## src/decoder_map.svh

```systemverilog
/*
 * constants for the memory page and port decoder: page codes, port
 * digits, reset values and counts.
 * assumes it is included by bare name by the package and the decoder.
 */
`ifndef DECODER_MAP_SVH
`define DECODER_MAP_SVH

// address bits 15..12 that open the page decoder
`define PAGE_HI_NIBBLE 4'hc
// page index from address bits 11..10
`define PAGE_C0 2'h0
`define PAGE_C4 2'h1
`define PAGE_C8 2'h2
`define DISPLAY_RAM_PAGE_SEL 2'h3
// address bits 15..11 of any port, after overlay qualification
`define PORT_HI_BITS 5'h1f
// low port digit from address bits 10..8, minus eight
`define PORT_F8 3'h0
`define PORT_F9 3'h1
`define PORT_FA 3'h2
`define PORT_FB 3'h3
`define PORT_FC 3'h4
`define PORT_FD 3'h5
`define PORT_FE 3'h6
`define PORT_FF 3'h7
// fetches that run with the boot overlay active
`define OVERLAY_FETCHES 3'h4
// reset values
`define RST_PAGE_N 4'hf
`define RST_PORT_N 8'hff
`define RST_FETCH 3'h0
// width of the pin synchroniser bank
`define SYNC_W 25

`endif

```

## src/decoder_pkg.sv

```systemverilog
/*
 * types shared by the decoder and its pin synchroniser.
 * assumes decoder_map.svh is on the include path.
 */
`include "decoder_map.svh"

package decoder_pkg;

    typedef logic [`SYNC_W-1:0] sync_word_t;

    typedef struct packed {
        sync_word_t stage1;
        sync_word_t stage2;
    } sync_s;

    typedef struct packed {
        logic [2:0] fetch_cnt;
        logic pdbin_prev;
        logic phi2_prev;
        logic wait_flag;
        logic [3:0] page_n;
        logic mem_hit;
        logic ram_we_n;
        logic [7:0] port_in_n;
        logic [7:0] port_out_n;
        logic int_bus_sel;
        logic ready;
        logic ready_oe;
        logic overlay_n;
        logic pp_hs_reset;
    } dec_s;

endpackage

```

## src/memory_page_and_port_decoder.sv

```systemverilog
/*
 * address page and port decoder of an 8-bit single-board computer:
 * page selects for boot rom, system ram and display ram, port strobes
 * f8..ff, internal bus select, boot overlay and one forced wait state.
 * assumes cpu status, strobes, phase-2 and address arrive as pins on
 * other clocks; rst_b_i is the power-on clear.
 */
// Contract
// system ram answers c800..cbff; bits 9..0 stay in the array
// ram write enable only while memory-write status is high
// two rom enables, c0 and c4, never gated by write status
// page decoder opens only when address bits 15..12 are 1100
// bits 11..10 pick rom c0, rom c4, system ram c8, display cc
// onboard-memory-hit whenever any page select is active
// overlay active: page c shut, page 0 with 13..10 low is c0
// no page select in an input or output cycle
// ready low from mid sync to next phase-2 rise: one wait
// ready driver enabled only in memory, input or output cycles
// cpu samples both ready lines after sync, waits if either low
// port needs bits 15..11 all ones; 15,14 overlay-qualified
// bits 10..8 pick one strobe per port f8..ff
// input strobes only with data-in strobe and input status
// output strobes only with output status and cpu write strobe
// internal-bus-select for input ports f8, f9, fa, fb
// jumper fitted: interrupt acknowledge blocks all decoding
// output strobes: fe scroll, fd parallel, fb cassette, fa ctrl
// input strobes: ff switches through f8 serial status
// reading port fd also resets the parallel input handshake
// overlay active from power-on clear for four data-in strobes
// decoders combinational; only the wait flag is stateful (code also keeps the overlay fetch count as state)
// selects and strobes active low, inactive during reset (code drives internal-bus-select active high)
`timescale 1ns/100ps
`include "decoder_map.svh"

module memory_page_and_port_decoder
    import decoder_pkg::*;
(
    input wire logic ref_clk_i,
    input wire logic rst_b_i,
    input wire logic [15:0] addr_i,
    input wire logic status_inp_i,
    input wire logic status_out_i,
    input wire logic status_mwrite_i,
    input wire logic status_inta_i,
    input wire logic data_in_strobe_i,
    input wire logic cpu_write_strobe_n_i,
    input wire logic psync_i,
    input wire logic phi2_i,
    input wire logic inta_jumper_i,
    output logic rom_c0_sel_n_o,
    output logic rom_c4_sel_n_o,
    output logic sys_ram_sel_n_o,
    output logic display_ram_page_sel_n_o,
    output logic mem_hit_o,
    output logic sys_ram_we_n_o,
    output logic [7:0] port_in_n_o,
    output logic [7:0] port_out_n_o,
    output logic int_bus_sel_o,
    output logic ready_o,
    output logic ready_oe_o,
    output logic boot_overlay_n_o,
    output logic parallel_port_hs_reset_o
);

    sync_word_t raw_pins;
    sync_word_t pins;

    // pin bundle order must match the unpacking below
    assign raw_pins = {
        addr_i,
        status_inp_i,
        status_out_i,
        status_mwrite_i,
        status_inta_i,
        data_in_strobe_i,
        cpu_write_strobe_n_i,
        psync_i,
        phi2_i,
        inta_jumper_i
    };

    pin_sync u_pin_sync (
        .ref_clk_i(ref_clk_i),
        .rst_b_i(rst_b_i),
        .pins_i(raw_pins),
        .pins_o(pins)
    );

    logic [15:0] adr;
    logic sinp;
    logic sout;
    logic mwrite;
    logic sinta;
    logic dbin;
    logic wr_n;
    logic psync;
    logic phi2;
    logic jumper;

    assign adr = pins[24:9];
    assign sinp = pins[8];
    assign sout = pins[7];
    assign mwrite = pins[6];
    assign sinta = pins[5];
    assign dbin = pins[4];
    assign wr_n = pins[3];
    assign psync = pins[2];
    assign phi2 = pins[1];
    assign jumper = pins[0];

    dec_s state_ff;
    dec_s nxt_state;

    // per-port digit match, shared by the input and output decoders
    logic [7:0] digit_hit;

    genvar gi;
    generate
        for (gi = 0; gi < 8; gi = gi + 1)
        begin : g_digit
            assign digit_hit[gi] = (adr[10:8] == 3'(gi));
        end
    endgenerate

    logic overlay;
    logic inta_block;
    logic io_cycle;
    logic page_open;
    logic [1:0] page_idx;
    logic [3:0] page_sel;
    logic q15;
    logic q14;
    logic port_open;
    logic in_en;
    logic out_en;
    logic [7:0] port_in;
    logic [7:0] port_out;
    logic cycle_act;
    logic dbin_rise;
    logic phi2_rise;

    always_comb
    begin
        nxt_state = state_ff;

        overlay = !state_ff.overlay_n;
        inta_block = jumper && sinta;
        io_cycle = sinp || sout;

        // page decoder; under the overlay the top bits of page 0 stand
        // in for page c, so the rom answers from address zero and not from c000
        if (overlay)
        begin
            page_open = (adr[15:10] == 6'h00);
            page_idx = `PAGE_C0;
        end
        else
        begin
            page_open = (adr[15:12] == `PAGE_HI_NIBBLE);
            page_idx = adr[11:10];
        end
        page_open = page_open && !io_cycle && !inta_block;

        page_sel = 4'h0;
        if (page_open)
        begin
            unique case (page_idx)
                `PAGE_C0: page_sel[0] = 1'b1;
                `PAGE_C4: page_sel[1] = 1'b1;
                `PAGE_C8: page_sel[2] = 1'b1;
                `DISPLAY_RAM_PAGE_SEL: page_sel[3] = 1'b1;
            endcase
        end

        // top two port bits pass the same overlay inversion as the page
        // path; harmless since no port is touched in the first fetches
        q15 = adr[15] ^ overlay;
        q14 = adr[14] ^ overlay;
        port_open = ({q15, q14, adr[13:11]} == `PORT_HI_BITS);
        port_open = port_open && !inta_block;

        in_en = port_open && dbin && sinp;
        out_en = port_open && sout && !wr_n;
        port_in = in_en ? digit_hit : 8'h00;
        port_out = out_en ? digit_hit : 8'h00;

        // selects and strobes below are registered copies of pure
        // decode; the register only delays them, it holds no state
        nxt_state.page_n = ~page_sel;
        nxt_state.mem_hit = |page_sel;
        nxt_state.ram_we_n = !(page_sel[`PAGE_C8] && mwrite);
        nxt_state.port_in_n = ~port_in;
        nxt_state.port_out_n = ~port_out;
        nxt_state.int_bus_sel = in_en && !adr[10];
        nxt_state.pp_hs_reset = port_in[`PORT_FD];

        // boot overlay: counts rising data-in strobes up to four
        dbin_rise = dbin && !state_ff.pdbin_prev;
        nxt_state.pdbin_prev = dbin;
        if (dbin_rise && state_ff.fetch_cnt != `OVERLAY_FETCHES)
        begin
            nxt_state.fetch_cnt = state_ff.fetch_cnt + 3'h1;
        end
        nxt_state.overlay_n = (nxt_state.fetch_cnt == `OVERLAY_FETCHES);

        // wait-state flag: set in mid sync, cleared by the first rising
        // phase-2 once sync has dropped
        phi2_rise = phi2 && !state_ff.phi2_prev;
        nxt_state.phi2_prev = phi2;
        if (psync && phi2)
        begin
            nxt_state.wait_flag = 1'b1;
        end
        else if (phi2_rise && !psync)
        begin
            nxt_state.wait_flag = 1'b0;
        end

        // the cpu samples this line together with the external one; a
        // low on either holds it; we drive it low for the wait, then high for the rest of the cycle
        cycle_act = |page_sel || io_cycle;
        nxt_state.ready_oe = cycle_act;
        nxt_state.ready = !(cycle_act && nxt_state.wait_flag);
    end

    always_ff @(posedge ref_clk_i or negedge rst_b_i)
    begin
        if (!rst_b_i)
        begin
            state_ff.fetch_cnt <= `RST_FETCH;
            state_ff.pdbin_prev <= 1'b0;
            state_ff.phi2_prev <= 1'b0;
            state_ff.wait_flag <= 1'b0;
            state_ff.page_n <= `RST_PAGE_N;
            state_ff.mem_hit <= 1'b0;
            state_ff.ram_we_n <= 1'b1;
            state_ff.port_in_n <= `RST_PORT_N;
            state_ff.port_out_n <= `RST_PORT_N;
            state_ff.int_bus_sel <= 1'b0;
            state_ff.ready <= 1'b1;
            state_ff.ready_oe <= 1'b0;
            state_ff.overlay_n <= 1'b0;
            state_ff.pp_hs_reset <= 1'b0;
        end
        else
        begin
            state_ff <= nxt_state;
        end
    end

    assign rom_c0_sel_n_o = state_ff.page_n[`PAGE_C0];
    assign rom_c4_sel_n_o = state_ff.page_n[`PAGE_C4];
    assign sys_ram_sel_n_o = state_ff.page_n[`PAGE_C8];
    assign display_ram_page_sel_n_o = state_ff.page_n[`DISPLAY_RAM_PAGE_SEL];
    assign mem_hit_o = state_ff.mem_hit;
    assign sys_ram_we_n_o = state_ff.ram_we_n;
    assign port_in_n_o = state_ff.port_in_n;
    assign port_out_n_o = state_ff.port_out_n;
    assign int_bus_sel_o = state_ff.int_bus_sel;
    assign ready_o = state_ff.ready;
    assign ready_oe_o = state_ff.ready_oe;
    assign boot_overlay_n_o = state_ff.overlay_n;
    assign parallel_port_hs_reset_o = state_ff.pp_hs_reset;

endmodule

```

## src/pin_sync.sv

```systemverilog
/*
 * two-flip-flop synchroniser bank for the decoder's pin inputs.
 * assumes every bit is an independent level from outside this clock.
 */
`timescale 1ns/100ps

module pin_sync
    import decoder_pkg::*;
(
    input wire logic ref_clk_i,
    input wire logic rst_b_i,
    input wire sync_word_t pins_i,
    output sync_word_t pins_o
);

    sync_s state_ff;
    sync_s nxt_state;

    // first stage feeds only the second stage
    always_comb
    begin
        nxt_state = state_ff;
        nxt_state.stage1 = pins_i;
        nxt_state.stage2 = state_ff.stage1;
    end

    always_ff @(posedge ref_clk_i or negedge rst_b_i)
    begin
        if (!rst_b_i)
        begin
            state_ff <= '0;
        end
        else
        begin
            state_ff <= nxt_state;
        end
    end

    assign pins_o = state_ff.stage2;

endmodule

```

## config.mk

```make
export PLATFORM = sky130hd
export DESIGN_NAME = memory_page_and_port_decoder
export DESIGN_NICKNAME = d
export VERILOG_FILES = /design/src/decoder_pkg.sv /design/src/memory_page_and_port_decoder.sv /design/src/pin_sync.sv
export VERILOG_INCLUDE_DIRS = /design/src
export SDC_FILE = /design/constraint.sdc
export NUM_CORES = 1
export LEC_CHECK = 0
export ABC_CLOCK_PERIOD_IN_PS = 3800
export BUFFER_PORTS_ARGS = -buffer_cell sky130_fd_sc_hd__clkbuf_2
export CAP_MARGIN = 20
export CORE_ASPECT_RATIO = 0.6
export CORE_MARGIN = 2
export CORE_UTILIZATION = 50
export CTS_CLUSTER_SIZE = 24
export DETAILED_ROUTE_END_ITERATION = 12
export PLACE_DENSITY = 0.85
export SLEW_MARGIN = 20
export SYNTH_ARGS = -nofsm -noshare
export SYNTH_HDL_FRONTEND = slang
export SYNTH_SLANG_ARGS = --single-unit
export TNS_END_PERCENT = 30
```

## constraint.sdc

```tcl
create_clock -name ref_clk_i -period 3.8 [get_ports ref_clk_i]
set_input_delay 0.38 -clock ref_clk_i [delete_from_list [all_inputs] [get_ports ref_clk_i]]
set_output_delay 0.38 -clock ref_clk_i [all_outputs]
set_load 0.005 [all_outputs]
```

=== Word level (Yosys, flattened, before mapping) ===
Index checks and enable logic that the tools add are counted.

* Register bits: 83
* Logic and storage cells: 80

* $add $sub $neg: 1
* Eq/ne operators: 14
* Multiplexer cells: 12
* Bitwise gates (word level): 5
* Reductions and logical operators: 32

{| class="wikitable"
|+ Operators by type and width
! operator !! count
|-
| $logic_and A1 B1 Y1 || 16
|-
| $mux W8 || 2
|-
| $not A8 Y8 || 2
|-
| $eq A3 B3 Y1 const B || 5
|-
| $logic_not A1 Y1 || 10
|-
| $mux W1 || 7
|-
| $eq A3 B2 Y1 const B || 2
|-
| $logic_not A6 Y1 || 1
|-
| $eq A5 B5 Y1 const B || 1
|-
| $eq A2 B2 Y1 const B || 2
|-
| $eq A4 B4 Y1 const B || 1
|-
| $mux W4 || 1
|-
| $not A4 Y4 || 1
|-
| $reduce_or A4 Y1 || 1
|-
| $add A3 B1 Y3 const B || 1
|-
| $eq A3 B1 Y1 const B || 1
|-
| $logic_not A3 Y1 || 1
|-
| $mux W3 || 1
|-
| $ne A3 B3 Y1 const B || 1
|-
| $eq A2 B1 Y1 const B || 1
|-
| $logic_not A2 Y1 || 1
|-
| $logic_or A1 B1 Y1 || 2
|-
| $mux W2 || 1
|-
| $xor A1 B1 Y1 || 2
|}

=== Longest topological paths before layout ===
* Depth in word-level cells: 9
* Gate-level depth with buffers: 6
* Mapped depth without buffers: 6

=== Modules after synthesis ===
From an unflattened synthesis, not the netlist that was laid out.

* Cells, all modules: 170
* Area, all modules: 2,695.1 um^2

{| class="wikitable"
|+ Modules (own cells, without submodules)
! module !! times used !! cells an instance !! area each (um^2) !! seq. area each (um^2)
|-
| memory_page_and_port_decoder || 1 || 120 || 1,443.9 || 853.3
|-
| pin_sync || 1 || 50 || 1,251.2 || 1,251.2
|}

=== Least setup slack after synthesis ===
Ideal clock, no wire load.

* Path kind: register -> register
* Start: register state_ff[30] (netlist name)
* End: register state_ff (netlist bit boot_overlay_n_o)
* Data arrival time: 1,527 ps
* Path slack: 2,152 ps
* Stages on the path, launching flop included: 6
* Period minus slack after synthesis: 1,648 ps
* Path through: dfrtp_1 -> inv_1 -> ha_1 -> a211oi_4 -> mux2_2 -> a32o_1

{| class="wikitable"
|+ RTL lines
! element !! RTL line !! RTL
|-
| from (decl) || memory_page_and_port_decoder.sv:111 || <nowiki>dec_s state_ff;</nowiki>
|-
| from (signal assigned) || memory_page_and_port_decoder.sv:247 || <nowiki>state_ff <= nxt_state;</nowiki>
|}

==> results_dict.tcl <==
set metrics [dict create \
    timing.rr.start "state_ff[30]" \
    netlist.area_leader.share_pct 49.2 \
    finalCritPeriodShare_pct 46.7 \
    finalWorstSetupSlack_ns 2.02 \
    start_kind "flop" \
    synth_fp_nets 183 \
    io_buffer_count 45 \
    hp-start "data_in_strobe_i" \
    min_period_ns 1.78 \
    ys_warn_count 0 \
    final_nets 223 \
    wl_per_cell_microns 12.4 \
    rsz0062_at_grt "false" \
    synth_top_area_cell "dfrtp_1" \
    clock_path_buffers 2 \
    synth_area_sq_um 2290 \
    cts_buffers 9 \
    fmax_mhz 563 \
    setup_viol 0 \
    clk_pin_slew_ns 0.07 \
    holdPathStages 1 \
    grtUsageTotal_pct 14.6 \
    ys_seq_elements 67 \
    dieArea_sq_um 5160 \
    end_kind "flop" \
    ys.flop_type "dfrtp_1" \
    drive_gt1_share_pct 47.2 \
    cts_resized 0 \
    initial_core_util_pct 51.0 \
    cp_max_fo 6 \
    clkSinkCount 67 \
    grt_pass1_vias 1182 \
    antenna_found_initial 0 \
    post-synth-top-count-cell "dfrtp_1" \
    grt_pass1_wl_microns 5290 \
    arrival_ns 2.00 \
    drv_slew 0 \
    drt_iter0_markers 97 \
    crit_start "state_ff[30]" \
    htree_num_levels 3 \
    total_power_mw 1.51 \
    hold_viol 0 \
    root_buffer "clkbuf_8" \
    cts_tree "yes" \
    syn_inst 154 \
    ir_worst_vdd_mv 0.336 \
    clock_latency_ns 0.34 \
    dp_hpwl_microns 2310 \
    crit_type "reg -> reg" \
    synth_cell_type_count 32 \
    die_y_microns 56.4 \
    die_w_microns 91.4 \
    via_per_inst 4.56 \
    placed_cells 246 \
    finalClockSkew_ns 0.00719 \
    synth-edff-count 0 \
    final_cells 262 \
    min_path_type "in -> reg" \
    power_density_nw_per_um2 565 \
    core_sq_um 4490 \
    dp_slack_ns 2.04 \
    synth_area_leaders "dfrtp_1, dfstp_2, buf_4" \
    io-pin-count 54 \
    leakage_nw 1.19 \
    areaGrowthSynthToFinish_pct 16.7 \
    syn_area_per_cell_sq_um 14.9 \
    post-cts-setup-buffers 0 \
    slew_headroom_pct 38.8 \
    cp.required_ns 4.03 \
    antenna_cells 0 \
    setup_tns_ns 0 \
    overflow 0 \
    synth_top_cells_by_count "dfrtp_1, nand2_1, dfstp_2" \
    place_congestion 0.765 \
    postCtsHoldBufs 0 \
    rows 19 \
    seq_area_frac_synth_pct 74.4 \
    ant_nets 0 \
    max-cap-violations 0 \
    ff2ff_path_depth 5 \
    vias 1195 \
    outcome "completed" \
    worst_pin_slew_ns 0.918 \
    async_flop_share_pct 100 \
    wirelength_microns 3250 \
    drc 0 \
    grt_max_degree 46 \
    firstDrtPassIters 5 \
]
layer usage:
metal | part of all wire (%) | GRT usage, %
met5 | 0 | 0
met4 | 1.4 | 5.84
met1 | 45 | 17.9
met2 | 46 | 21.2
met3 | 7.3 | 8.86
through the flow:
| step | utilization [%] | instance area, sq um | hold WS (ns) |
|---|---|---|---|
| 3_3_place_gp | 55.2 | 2480 | 0.332 |
| 3_5_place_dp | 55.2 | 2480 | 0.335 |
| 4_1_cts | 59.5 | 2670 | 0.122 |
| 2_1_floorplan | - | 2290 | 0.0844 |
| 6_report | 59.5 | 2670 | 0.143 |
| 5_1_grt | 59.5 | 2670 | 0.120 |
area by class of cell:
class,instances,area (sq um)
inverter,4,15.0
timing repair buffer,46,233
clock inverter,5,52.6
fill,361,1820
tap,63,78.8
sequential,67,1700
clock buffer,11,141
multi-input combinational,66,448
logic make-up after synthesis:
family	share of synthesized area (%)
flops	74.4
simple gates	13.3
buf+inv	6.06
compound gates	3.93
xor+xnor	0.765
fa+ha+maj	1.09
mux	0.491
worst max-delay path: stages, from the launching register on:
cell and delay [ns]:
dfrtp_1 0.40, inv_1 0.09, ha_1 0.23, a211oi_4 0.38, mux2_2 0.38, a32o_1 0.20
sequential cells by signal (all words and copies together), names as in the netlist:
name,flops
rom_c4_sel_n_o,1
sys_ram_we_n_o,1
port_in_n_o,8
ready_oe_o,1
mem_hit_o,1
boot_overlay_n_o,1
u_pin_sync.nxt_state,17
parallel_port_hs_reset_o,1
rom_c0_sel_n_o,1
ready_o,1
port_out_n_o,8
sys_ram_sel_n_o,1
state_ff,6
display_ram_page_sel_n_o,1
u_pin_sync.pins_o,17
int_bus_sel_o,1
path summary, 6_finish.rpt:
check                                     endpoint  slack, ns
min in group asynchronous  u_pin_sync.nxt_state[2]       0.18
hold / removal             u_pin_sync.nxt_state[4]       0.14
max in group asynchronous           sys_ram_we_n_o       2.74
hold reg to reg              u_pin_sync.pins_o[20]       0.35
setup / recovery                  boot_overlay_n_o       2.02
setup reg to reg                  boot_overlay_n_o       2.02
cells in the final DEF, fill, tap and decap left out, types with 2 or more instances in the layout:
master,n
dfstp_2,22
nor3_2,2
clkinv_2,2
clkbuf_2,44
nand2_1,24
dfrtp_1,45
inv_1,4
nand2b_1,2
nand3_1,3
xnor2_1,2
nor3_1,2
clkbuf_8,10
nor2_1,10
ha_1,2
report_power, final:
group / internal [mW] / leakage [nW] / switching (mW)
registers: 0.760 / 0.764 / 0.0422
logic: 0.0661 / 0.327 / 0.0781
clock network: 0.317 / 0.101 / 0.247
total: 1.14 / 1.19 / 0.368
No activity file was read; power rests on OpenSTA's default activity.
